## src/inc/mmfit_pkg.sv

```systemverilog
// Purpose : Shared constants of the module management flag and interrupt block.
// Assumes : Core clock of 100 MHz; 8-bit management registers.
// Notes   : Times are kept in their own units; cycle counts derive from them.

package mmfit_pkg;

  // ****************************************************************
  // Clock and timing
  // ****************************************************************
  localparam int CLK_KHZ        = 100000;
  localparam int INIT_MAX_MS    = 2000;
  localparam int RST_MIN_US     = 10;
  localparam int INIT_CYC       = INIT_MAX_MS * CLK_KHZ;
  localparam int RST_MIN_CYC    = (RST_MIN_US * CLK_KHZ + 999) / 1000;
  localparam int INIT_CNT_W     = 28;
  localparam int RST_CNT_W      = 11;

  // ****************************************************************
  // Register map
  // ****************************************************************
  localparam logic [7:0] ADDR_STATUS = 8'h02;
  localparam logic [7:0] ADDR_FLAGS  = 8'h03;
  localparam logic [7:0] ADDR_MASK   = 8'h04;
  localparam logic [7:0] ADDR_CTRL   = 8'h05;
  localparam logic [7:0] ADDR_POWER  = 8'h06;

  // Status fields.
  localparam int ST_NOT_READY_BIT = 0;
  localparam int ST_INIT_BIT      = 1;
  // Flag and mask fields.
  localparam int FLAG_W           = 4;
  localparam int FL_RX_LOS_BIT    = 0;
  localparam int FL_TX_FAULT_BIT  = 1;
  localparam int FL_AUX_BIT       = 2;
  localparam int FL_READY_BIT     = 3;
  // Control fields.
  localparam int CTRL_W           = 4;
  localparam int CT_OVERRIDE_BIT  = 0;
  localparam int CT_POWER_SET_BIT = 1;
  localparam int CT_TRANSMIT_DISABLE_MODE_BIT = 2;
  localparam int CT_LOS_MODE_BIT  = 3;
  // Power status fields.
  localparam int PW_LOW_BIT       = 0;
  localparam int PW_FULL_BIT      = 1;

  localparam logic [FLAG_W-1:0] MASK_RST = 4'h0;
  localparam logic [CTRL_W-1:0] CTRL_RST = 4'h0;

  // ****************************************************************
  // Pin inputs, in synchroniser order
  // ****************************************************************
  localparam int IN_W          = 5;
  localparam int IN_RESET_BIT  = 0;
  localparam int IN_LP_BIT     = 1;
  localparam int IN_LOS_BIT    = 2;
  localparam int IN_FAULT_BIT  = 3;
  localparam int IN_AUX_BIT    = 4;
  localparam logic [IN_W-1:0] IN_RST = 5'h01;

  // ****************************************************************
  // Management states
  // ****************************************************************
  typedef enum logic [2:0] {
    MMFIT_HOLD = 3'h1,
    MMFIT_INIT = 3'h2,
    MMFIT_RUN  = 3'h4
  } mmfit_state_t;

endpackage : mmfit_pkg

```

## src/design/mmfit_ctrl.sv

```systemverilog
// Purpose : Management control of a pluggable module: initialization, reset pin,
//           low-power and power override, latched flags with masks, interrupt pin.
// Assumes : Pins are asynchronous to clk; registers reached by a plain strobe port.
// Notes   : Flag, mask and mode reactions take a few cycles; a pin reset needs 1000 low cycles and initialization takes the full 2000 ms.
//
// How it works
// Initialization ends within 2000 ms after start.
// Reset pin low 10 us guarantees reset.
// Interrupt output falls within 200 ms.
// Cleared flags release interrupt within 500 us.
// Signal loss sets flag and interrupt quickly.
// Any flag condition sets flag and interrupt.
// Setting mask stops interrupt within 100 ms.
// Clearing mask resumes interrupt within 100 ms.
// Transmit fault sets flag and interrupt.
// Fully functional within 2 s of power.
// Register port answers within 2 s.
// Data-not-ready clears, interrupt asserts after init.
// Fully functional within 2 s after reset.
// Dual input mode switch within 100 ms.
// Low-power pin high gives class 1 power.
// Low-power pin low gives full function.
// Dual output mode switch within 100 ms.
// Override or set bit reduces power.
// Clearing those bits restores full function.
// Flags latch until read; interrupt follows them.

`timescale 1ns/1ps

module mmfit_ctrl #(
  parameter int INIT_CYCLES = mmfit_pkg::INIT_CYC
) (
  // Clock and reset
  input  wire logic       clk,
  input  wire logic       resetn,
  // Host pins
  input  wire logic       reset_n_input,
  input  wire logic       low_power_request,
  output logic            interrupt_n_output,
  output logic            transmit_disable,
  // Receiver and transmitter conditions
  input  wire logic       rx_signal_loss,
  input  wire logic       tx_fault,
  input  wire logic       aux_condition,
  // Power and state indications
  output logic            low_power_state,
  output logic            fully_functional,
  output logic            management_init_state,
  // Register port
  input  wire logic [7:0] reg_addr,
  input  wire logic [7:0] reg_wdata,
  input  wire logic       reg_write,
  input  wire logic       reg_read,
  output logic [7:0]      reg_rdata
);

  // ****************************************************************
  // Pin synchronisers
  // ****************************************************************
  // A change counts only once the second and third stages agree, which
  // also rejects single-cycle glitches on the slow host pins.
  logic [mmfit_pkg::IN_W-1:0] sync1_reg;
  logic [mmfit_pkg::IN_W-1:0] sync2_reg;
  logic [mmfit_pkg::IN_W-1:0] sync3_reg;
  logic [mmfit_pkg::IN_W-1:0] filt_reg;
  logic [mmfit_pkg::IN_W-1:0] filt_next;
  logic [mmfit_pkg::IN_W-1:0] pins;

  always_comb begin
    pins      = {aux_condition, tx_fault, rx_signal_loss, low_power_request, reset_n_input};
    filt_next = (sync2_reg & sync3_reg) | (filt_reg & (sync2_reg | sync3_reg));
  end

  always_ff @(posedge clk or negedge resetn) begin
    if (!resetn) begin
      sync1_reg <= mmfit_pkg::IN_RST;
      sync2_reg <= mmfit_pkg::IN_RST;
      sync3_reg <= mmfit_pkg::IN_RST;
      filt_reg  <= mmfit_pkg::IN_RST;
    end else begin
      sync1_reg <= pins;
      sync2_reg <= sync1_reg;
      sync3_reg <= sync2_reg;
      filt_reg  <= filt_next;
    end
  end

  logic pin_rst_n;
  logic pin_lp;
  logic cond_los;
  logic cond_fault;
  logic cond_aux;

  always_comb begin
    pin_rst_n  = filt_reg[mmfit_pkg::IN_RESET_BIT];
    pin_lp     = filt_reg[mmfit_pkg::IN_LP_BIT];
    cond_los   = filt_reg[mmfit_pkg::IN_LOS_BIT];
    cond_fault = filt_reg[mmfit_pkg::IN_FAULT_BIT];
    cond_aux   = filt_reg[mmfit_pkg::IN_AUX_BIT];
  end

  // ****************************************************************
  // Reset pin and initialization sequence
  // ****************************************************************
  mmfit_pkg::mmfit_state_t            state_reg;
  mmfit_pkg::mmfit_state_t            state_next;
  logic [mmfit_pkg::INIT_CNT_W-1:0]   init_cnt_reg;
  logic [mmfit_pkg::INIT_CNT_W-1:0]   init_cnt_next;
  logic [mmfit_pkg::RST_CNT_W-1:0]    rst_cnt_reg;
  logic [mmfit_pkg::RST_CNT_W-1:0]    rst_cnt_next;
  logic                               rst_long;
  logic                               init_last;
  logic                               init_done_evt;

  localparam logic [mmfit_pkg::RST_CNT_W-1:0] RST_LAST =
    mmfit_pkg::RST_CNT_W'(mmfit_pkg::RST_MIN_CYC - 1);
  localparam logic [mmfit_pkg::INIT_CNT_W-1:0] INIT_LAST =
    mmfit_pkg::INIT_CNT_W'(INIT_CYCLES - 1);

  always_comb begin
    rst_long      = (rst_cnt_reg == RST_LAST) && !pin_rst_n;
    init_last     = (init_cnt_reg == INIT_LAST);
    rst_cnt_next  = rst_cnt_reg;
    init_cnt_next = init_cnt_reg;
    state_next    = state_reg;
    init_done_evt = 1'b0;
    // Shorter low pulses only run the counter and are otherwise ignored.
    if (pin_rst_n) begin
      rst_cnt_next = '0;
    end else if (rst_cnt_reg != RST_LAST) begin
      rst_cnt_next = rst_cnt_reg + 1'b1;
    end
    case (state_reg)
      mmfit_pkg::MMFIT_HOLD: begin
        init_cnt_next = '0;
        if (pin_rst_n) begin
          state_next = mmfit_pkg::MMFIT_INIT;
        end
      end
      mmfit_pkg::MMFIT_INIT: begin
        if (rst_long) begin
          state_next = mmfit_pkg::MMFIT_HOLD;
        end else if (init_last) begin
          state_next    = mmfit_pkg::MMFIT_RUN;
          init_done_evt = 1'b1;
        end else begin
          init_cnt_next = init_cnt_reg + 1'b1;
        end
      end
      mmfit_pkg::MMFIT_RUN: begin
        if (rst_long) begin
          state_next = mmfit_pkg::MMFIT_HOLD;
        end
      end
      default: begin
        state_next = mmfit_pkg::MMFIT_HOLD;
      end
    endcase
  end

  always_ff @(posedge clk or negedge resetn) begin
    if (!resetn) begin
      state_reg    <= mmfit_pkg::MMFIT_INIT;
      init_cnt_reg <= '0;
      rst_cnt_reg  <= '0;
    end else begin
      state_reg    <= state_next;
      init_cnt_reg <= init_cnt_next;
      rst_cnt_reg  <= rst_cnt_next;
    end
  end

  logic running;
  logic holding;

  always_comb begin
    running = (state_reg == mmfit_pkg::MMFIT_RUN);
    holding = (state_reg == mmfit_pkg::MMFIT_HOLD);
  end

  // ****************************************************************
  // Registers: flags, masks and control
  // ****************************************************************
  logic [mmfit_pkg::FLAG_W-1:0] flags_reg;
  logic [mmfit_pkg::FLAG_W-1:0] flags_next;
  logic [mmfit_pkg::FLAG_W-1:0] mask_reg;
  logic [mmfit_pkg::FLAG_W-1:0] mask_next;
  logic [mmfit_pkg::CTRL_W-1:0] ctrl_reg;
  logic [mmfit_pkg::CTRL_W-1:0] ctrl_next;
  logic [mmfit_pkg::FLAG_W-1:0] flag_events;
  logic [mmfit_pkg::FLAG_W-1:0] flag_clear;

  function automatic logic hit(input logic strobe, input logic [7:0] a, input logic [7:0] b);
    hit = strobe && (a == b);
  endfunction : hit

  always_comb begin
    flag_events = '0;
    if (running) begin
      flag_events[mmfit_pkg::FL_RX_LOS_BIT]   = cond_los;
      flag_events[mmfit_pkg::FL_TX_FAULT_BIT] = cond_fault;
      flag_events[mmfit_pkg::FL_AUX_BIT]      = cond_aux;
    end
    flag_events[mmfit_pkg::FL_READY_BIT] = init_done_evt;
    // Only the bits the host actually saw are cleared; a new event wins.
    flag_clear = hit(reg_read, reg_addr, mmfit_pkg::ADDR_FLAGS) ? flags_reg : '0;
    flags_next = (flags_reg & ~flag_clear) | flag_events;
    mask_next  = mask_reg;
    ctrl_next  = ctrl_reg;
    if (hit(reg_write, reg_addr, mmfit_pkg::ADDR_MASK)) begin
      mask_next = reg_wdata[mmfit_pkg::FLAG_W-1:0];
    end
    if (hit(reg_write, reg_addr, mmfit_pkg::ADDR_CTRL)) begin
      ctrl_next = reg_wdata[mmfit_pkg::CTRL_W-1:0];
    end
    if (holding) begin
      flags_next = '0;
      mask_next  = mmfit_pkg::MASK_RST;
      ctrl_next  = mmfit_pkg::CTRL_RST;
    end
  end

  always_ff @(posedge clk or negedge resetn) begin
    if (!resetn) begin
      flags_reg <= '0;
      mask_reg  <= mmfit_pkg::MASK_RST;
      ctrl_reg  <= mmfit_pkg::CTRL_RST;
    end else begin
      flags_reg <= flags_next;
      mask_reg  <= mask_next;
      ctrl_reg  <= ctrl_next;
    end
  end

  logic transmit_disable_mode;
  logic los_mode;
  logic low_power_eff;
  logic int_pending;

  always_comb begin
    transmit_disable_mode    = ctrl_reg[mmfit_pkg::CT_TRANSMIT_DISABLE_MODE_BIT];
    los_mode      = ctrl_reg[mmfit_pkg::CT_LOS_MODE_BIT];
    low_power_eff = (!transmit_disable_mode && pin_lp)
                  || ctrl_reg[mmfit_pkg::CT_OVERRIDE_BIT]
                  || ctrl_reg[mmfit_pkg::CT_POWER_SET_BIT];
    int_pending   = |(flags_reg & ~mask_reg);
  end

  // ****************************************************************
  // Registered outputs and read port
  // ****************************************************************
  logic       int_n_reg;
  logic       int_n_next;
  logic       transmit_disable_reg;
  logic       transmit_disable_next;
  logic       lowpwr_reg;
  logic       lowpwr_next;
  logic       full_reg;
  logic       full_next;
  logic       init_st_reg;
  logic       init_st_next;
  logic [7:0] rdata_reg;
  logic [7:0] rdata_next;

  always_comb begin
    // The shared pin shows either the masked interrupt or the raw signal loss.
    int_n_next   = los_mode ? !cond_los : !int_pending;
    transmit_disable_next   = transmit_disable_mode && pin_lp;
    lowpwr_next  = low_power_eff || !running;
    full_next    = running && !low_power_eff;
    init_st_next = !running;
    rdata_next   = 8'h00;
    if (reg_read) begin
      case (reg_addr)
        mmfit_pkg::ADDR_STATUS: begin
          rdata_next[mmfit_pkg::ST_NOT_READY_BIT] = !running;
          rdata_next[mmfit_pkg::ST_INIT_BIT]      = !running;
        end
        mmfit_pkg::ADDR_FLAGS: begin
          rdata_next[mmfit_pkg::FLAG_W-1:0] = flags_reg;
        end
        mmfit_pkg::ADDR_MASK: begin
          rdata_next[mmfit_pkg::FLAG_W-1:0] = mask_reg;
        end
        mmfit_pkg::ADDR_CTRL: begin
          rdata_next[mmfit_pkg::CTRL_W-1:0] = ctrl_reg;
        end
        mmfit_pkg::ADDR_POWER: begin
          rdata_next[mmfit_pkg::PW_LOW_BIT]  = lowpwr_reg;
          rdata_next[mmfit_pkg::PW_FULL_BIT] = full_reg;
        end
        default: begin
          rdata_next = 8'h00;
        end
      endcase
    end
  end

  always_ff @(posedge clk or negedge resetn) begin
    if (!resetn) begin
      int_n_reg   <= 1'b1;
      transmit_disable_reg   <= 1'b0;
      lowpwr_reg  <= 1'b1;
      full_reg    <= 1'b0;
      init_st_reg <= 1'b1;
      rdata_reg   <= 8'h00;
    end else begin
      int_n_reg   <= int_n_next;
      transmit_disable_reg   <= transmit_disable_next;
      lowpwr_reg  <= lowpwr_next;
      full_reg    <= full_next;
      init_st_reg <= init_st_next;
      rdata_reg   <= rdata_next;
    end
  end

  always_comb begin
    interrupt_n_output    = int_n_reg;
    transmit_disable      = transmit_disable_reg;
    low_power_state       = lowpwr_reg;
    fully_functional      = full_reg;
    management_init_state = init_st_reg;
    reg_rdata             = rdata_reg;
  end
endmodule : mmfit_ctrl

```

## config.mk

```make
export PLATFORM = sky130hd
export DESIGN_NAME = mmfit_ctrl
export DESIGN_NICKNAME = d
export VERILOG_FILES = /design/src/inc/mmfit_pkg.sv /design/src/design/mmfit_ctrl.sv
export SDC_FILE = /design/constraint.sdc
export NUM_CORES = 1
export LEC_CHECK = 0
export ABC_CLOCK_PERIOD_IN_PS = 2200
export BUFFER_PORTS_ARGS = -buffer_cell sky130_fd_sc_hd__buf_2
export CORE_MARGIN = 2
export CORE_UTILIZATION = 53
export CTS_CLUSTER_SIZE = 20
export DETAILED_ROUTE_END_ITERATION = 6
export PLACE_DENSITY_LB_ADDON = 0.3
export SYNTH_ARGS = -nofsm -noshare
export SYNTH_HDL_FRONTEND = slang
export SYNTH_SLANG_ARGS = --single-unit
```

## constraint.sdc

```tcl
create_clock -name clk -period 2.2 [get_ports clk]
set_clock_uncertainty 0.1 [all_clocks]
set_input_delay 0.44 -clock clk [delete_from_list [all_inputs] [get_ports clk]]
set_output_delay 0.44 -clock clk [all_outputs]
set_load 0.05 [all_outputs]
```

Yosys cells after proc, flatten, opt, wreduce, memory -nomap -nowiden

Cells that the tools add are included.

$add $sub $neg: 2
Equal/unequal tests: 16
Mux-type cells: 24
Bitwise logic cells: 9
Reduce and logical (&&, ||, !) cells: 23

Operators with widths:

| kind                  | count |
|---|---|
| $mux 28               | 2 |
| $pmux 28 s2           | 1 |
| $add 28x1->28 const B | 1 |
| $eq 28x28->1 const B  | 1 |
| $mux 4                | 7 |
| $eq 8x3->1 const B    | 3 |
| $mux 11               | 2 |
| $eq 8x2->1 const B    | 2 |
| $mux 3                | 5 |
| $add 11x1->11 const B | 1 |
| $eq 11x10->1 const B  | 1 |
| $ne 11x10->1 const B  | 1 |
| $and 5x5->5           | 2 |
| $or 5x5->5            | 2 |
| $pmux 2 s5            | 1 |
| $pmux 3 s3            | 1 |
| $and 4x4->4           | 2 |
| $ne 2x2->1 const B    | 4 |
| $not 4->4             | 2 |
| $reduce_bool 2->1     | 4 |
| $logic_and 1x1->1     | 7 |
| $logic_not 1->1       | 6 |
| $pmux 2 s3            | 1 |
| $reduce_and 3->1      | 2 |
| other kinds (8)       | 13 |

Bits in registers: 87
Bits of input ports: 25
Output and inout bits: 13
Logic and storage cells: 90

Depth between registers and ports, before layout

Depth after elaboration: 7
Gate-level depth with buffers: 9
Mapped depth without buffers: 6

Least setup slack after synthesis

OpenSTA, ideal clock, no wires.

Path type: register to register
Start: register init_cnt_reg[12] (netlist name)
End: register init_cnt_reg[10] (netlist name)
Setup time: 0.135 ns
Arrival: 1.875 ns
Data required time: 1.965 ns
Setup slack: 0.090 ns
Stages on the path, launching flop included: 7
Path buffers: 1
Period minus slack after synthesis: 2.110 ns
Path through: dfrtp_1 > or4b_1 > nor4_2 > nand3_1 > buf_2 > a41oi_1 > a31oi_1

Cells in the longest elaborated chain, start to end: 3

RTL lines:

| item                              | RTL line          | text |
|---|---|---|
| start: declaration                | mmfit_ctrl.sv:107 | `logic [mmfit_pkg::INIT_CNT_W-1:0] init_cnt_reg;` |
| start signal: assignment          | mmfit_ctrl.sv:168 | `init_cnt_reg <= init_cnt_next;` |
| $eq 28x28->1                      | mmfit_ctrl.sv:122 | `init_last = (init_cnt_reg == INIT_LAST);` |
| $ne 2x2->1 (no source line)       | -                 |  |
| $reduce_and 3->1 (no source line) | -                 |  |

Every way passes these cells.
A chain may end at the register's enable or synchronous reset.

Final worst setup path

Start: register init_cnt_reg[20] (netlist name)
End: register init_cnt_reg[5] (netlist name)

The elaborated chain is that of the path after synthesis.

==> impl_metrics.yaml <==
hold_path:
  hp-start: "reset_n_input"
  holdPathStages: 1
  hp-class: "in2reg"
  min_to: "sync1_reg[0]"
grt:
  grt_pass1_vias: 2943
  grt_antenna_before_repair: 0
  grt_overflow: 0
  grt_max_degree: 37
  grt_usage_pct: 20.8
  grt_pass1_wl_um: 13600
detailed_routing:
  wl_um: 8360
  num_vias: 3049
  ant_nets: 0
  drt-initial-drc-count: 191
  first_pass_iters: 4
  route.detailed.drc: 0
  wire_per_inst_um: 15.7
  vias_per_cell: 5.72
logic_synthesis:
  synth_area_leaders: "dfrtp_1 48%, dfstp_2 5.3%, mux2i_1 5.1%"
  synth_warnings: 0
  ys_types: 60
  synth_flop_cell: "dfrtp_1"
  synth_common_cells: "75 x dfrtp_1, 35 x nor2_1, 34 x nand2_1"
  async_reset_ff_share_pct: 100
  synthMostInstantiatedCell: "dfrtp_1"
  ys_seq_area_share_pct: 53.1
  syn_area_um2: 3930
  synth_top_area_cell: "dfrtp_1"
  synth_edf_count: 0
  yosysTopAreaCellShare_pct: 47.7
  syn_area_per_cell_um2: 10.4
  synth-seq-cells: 83
  synth_cells: 377
floorplan:
  core-area_um2: 7210
  boundaryPins: 38
  std_cell_rows: 31
  initial_core_util_pct: 54.5
  chipWidth_um: 90.1
  dieArea_um2: 8120
  fp.dieH_um: 90.1
critical_path:
  crit_type: "reg2reg"
  critical_path.startpoint_type: "flop"
  crit_family: "simple AND/OR/NAND/NOR gates"
  r2r-end: "init_cnt_reg[5]"
  startpoint: "init_cnt_reg[20]"
  crit_fanout: 12
  ff2ff_path_depth: 6
  cp-end-kind: "flop"
  critPathArrivalTime_ns: 2.37
  crit_chain: "or4_4 -> nor4_4 -> and3_4 -> o21ai_4 -> buf_12 -> a31oi_2"
  rr_startpoint: "init_cnt_reg[20]"
  cp_slowest_cell: "or4_4"
  worstPathRequired_ns: 2.39
  slowest_delay_ns: 0.55
  worst-r2r-setup-slack_ns: 0.02
  path_buf_inv: 1
clocking:
  clkLatencyLatePin_ns: 0.37
  cts_root_buf: "clkbuf_8"
  cts_buffer_depth: 2
  cts_tree: "done"
  clock-sinks: 83
  numCtsBuffers: 9
  path_clk_slew_ns: 0.10
  htree_levels: 3
timing:
  max_freq_mhz: 459
  worst_pin_slew_ns: 0.560
  hold_viol: 0
  final-setup-viol-count: 0
  grt_setup_unrepaired: "yes"
  worst_slack_ns: 0.0204
  relSlewSlack_pct: 62.3
  slew_violations: 0
  fin_crit_sh_pct: 99.1
  period_needed_ns: 2.18
power:
  finalPower_mw: 3.84
  power.density_nw_per_um2: 815
  vdd_drop_max_v: 0.000510
  p_leak_nw: 2.09
placed_design:
  gp_congestion: 0.828
  hpwl_um: 5500
  numPortBuffers: 29
  dp_slack_ns: -0.0322
  postPlaceCellArea_um2: 4270
final_layout:
  largest_register_ffs: 28
  drive_above_1_share_pct: 27.0
  fin_area_um2: 4710
  num_antenna_cells: 0
  nets: 456
  syn_to_final_growth_pct: 19.7
  fillCellCount: 574
job:
  drv_cap: 0
status:
  status: "finished clean"
==> layout make-up <==
cell class                 instances  area, um2  share of cell area [%]
sequential                        83       2090                    44.3
inverter                          16       60.1                    1.28
timing repair buffer              61        449                    9.55
clock buffer                       9        124                    2.63
clock inverter                     7       83.8                    1.78
multi-input combinational        258       1780                    37.8
tap                               99        124                    2.63
==> worst max path at each step <==
stage / slack, ns / cells after the start / end
floorplan: 0.09 / 6 / init_cnt_reg[10]
global placement: 0.006 / 6 / init_cnt_reg[10]
detailed placement: -0.03 / 6 / init_cnt_reg[10]
CTS: 0.01 / 7 / init_cnt_reg[5]
global route: -0.08 / 6 / init_cnt_reg[13]
finish: 0.02 / 6 / init_cnt_reg[5]
==> cell usage in the layout (no fill, tap or decap), drive strengths merged, types with 3 or more instances in the layout <==
master and n:
nand2b 4, nand4 13, nor4 4, xor2 7, nand2 34, nor3 7
buf 59, nor2 35, nand3 16, a22oi 7, a41oi 3, and4 3
clkbuf 10, and2 3, conb 4, maj3 5, and3 12, mux2i 20
inv 19, nor2b 3, a21oi 3, dfstp 8, o21ai 15, a31oi 26
dfrtp 75, or4 4
==> where the power goes <==
group | internal (mW) | switching (mW) | leakage (nW)
sequential | 1.64 | 0.0691 | 1.09
combinational | 0.357 | 0.625 | 0.897
clock | 0.544 | 0.602 | 0.102
==> repair_timing <==
action / 4_1_cts / 5_1_grt
endpoints found under the setup margin: 2 / 26
gates cloned: 0 / 1
hold buffers: 1 / 0
pin swaps: 2 / 4
endpoints found under the hold margin: 31 / 0
setup buffers: 0 / 4
resized for setup: 1 / 24
==> logic make-up after synthesis <==
kind of cell	Yosys count	share of synthesized area [%]
adder cells (fa/ha/maj)	7	1.91
XOR/XNOR	8	1.78
other	1	0.0954
AO/OA/AOI/OAI	71	12.8
flip-flops	83	53.1
buffers and inverters	39	5.51
multiplexers	21	5.38
AND/OR/NAND/NOR	147	19.4
==> per-stage QoR <==
stage	hold WS [ns]	cells	setup TNS [ns]	utilization, %
finish	0.0681	533	0	65.2
global route	0.0400	533	-0.712	65.2
CTS	0.0544	528	0	62.2
detailed placement	0.236	511	-0.0442	59.1
global placement	0.233	511	0	59.1
floorplan	0.0444	380	0	-
==> routing by layer <==
| layer | routed length [um] | share of wire, % | global-route usage [%] |
|---|---|---|---|
| met2 | 4000 | 48 | 33.7 |
| met5 | 0 | 0 | 0 |
| met4 | 130 | 1.6 | 6.67 |
| met3 | 402 | 4.8 | 5.53 |
| met1 | 3820 | 46 | 27.6 |
Power figures use the tool's default switching activity.
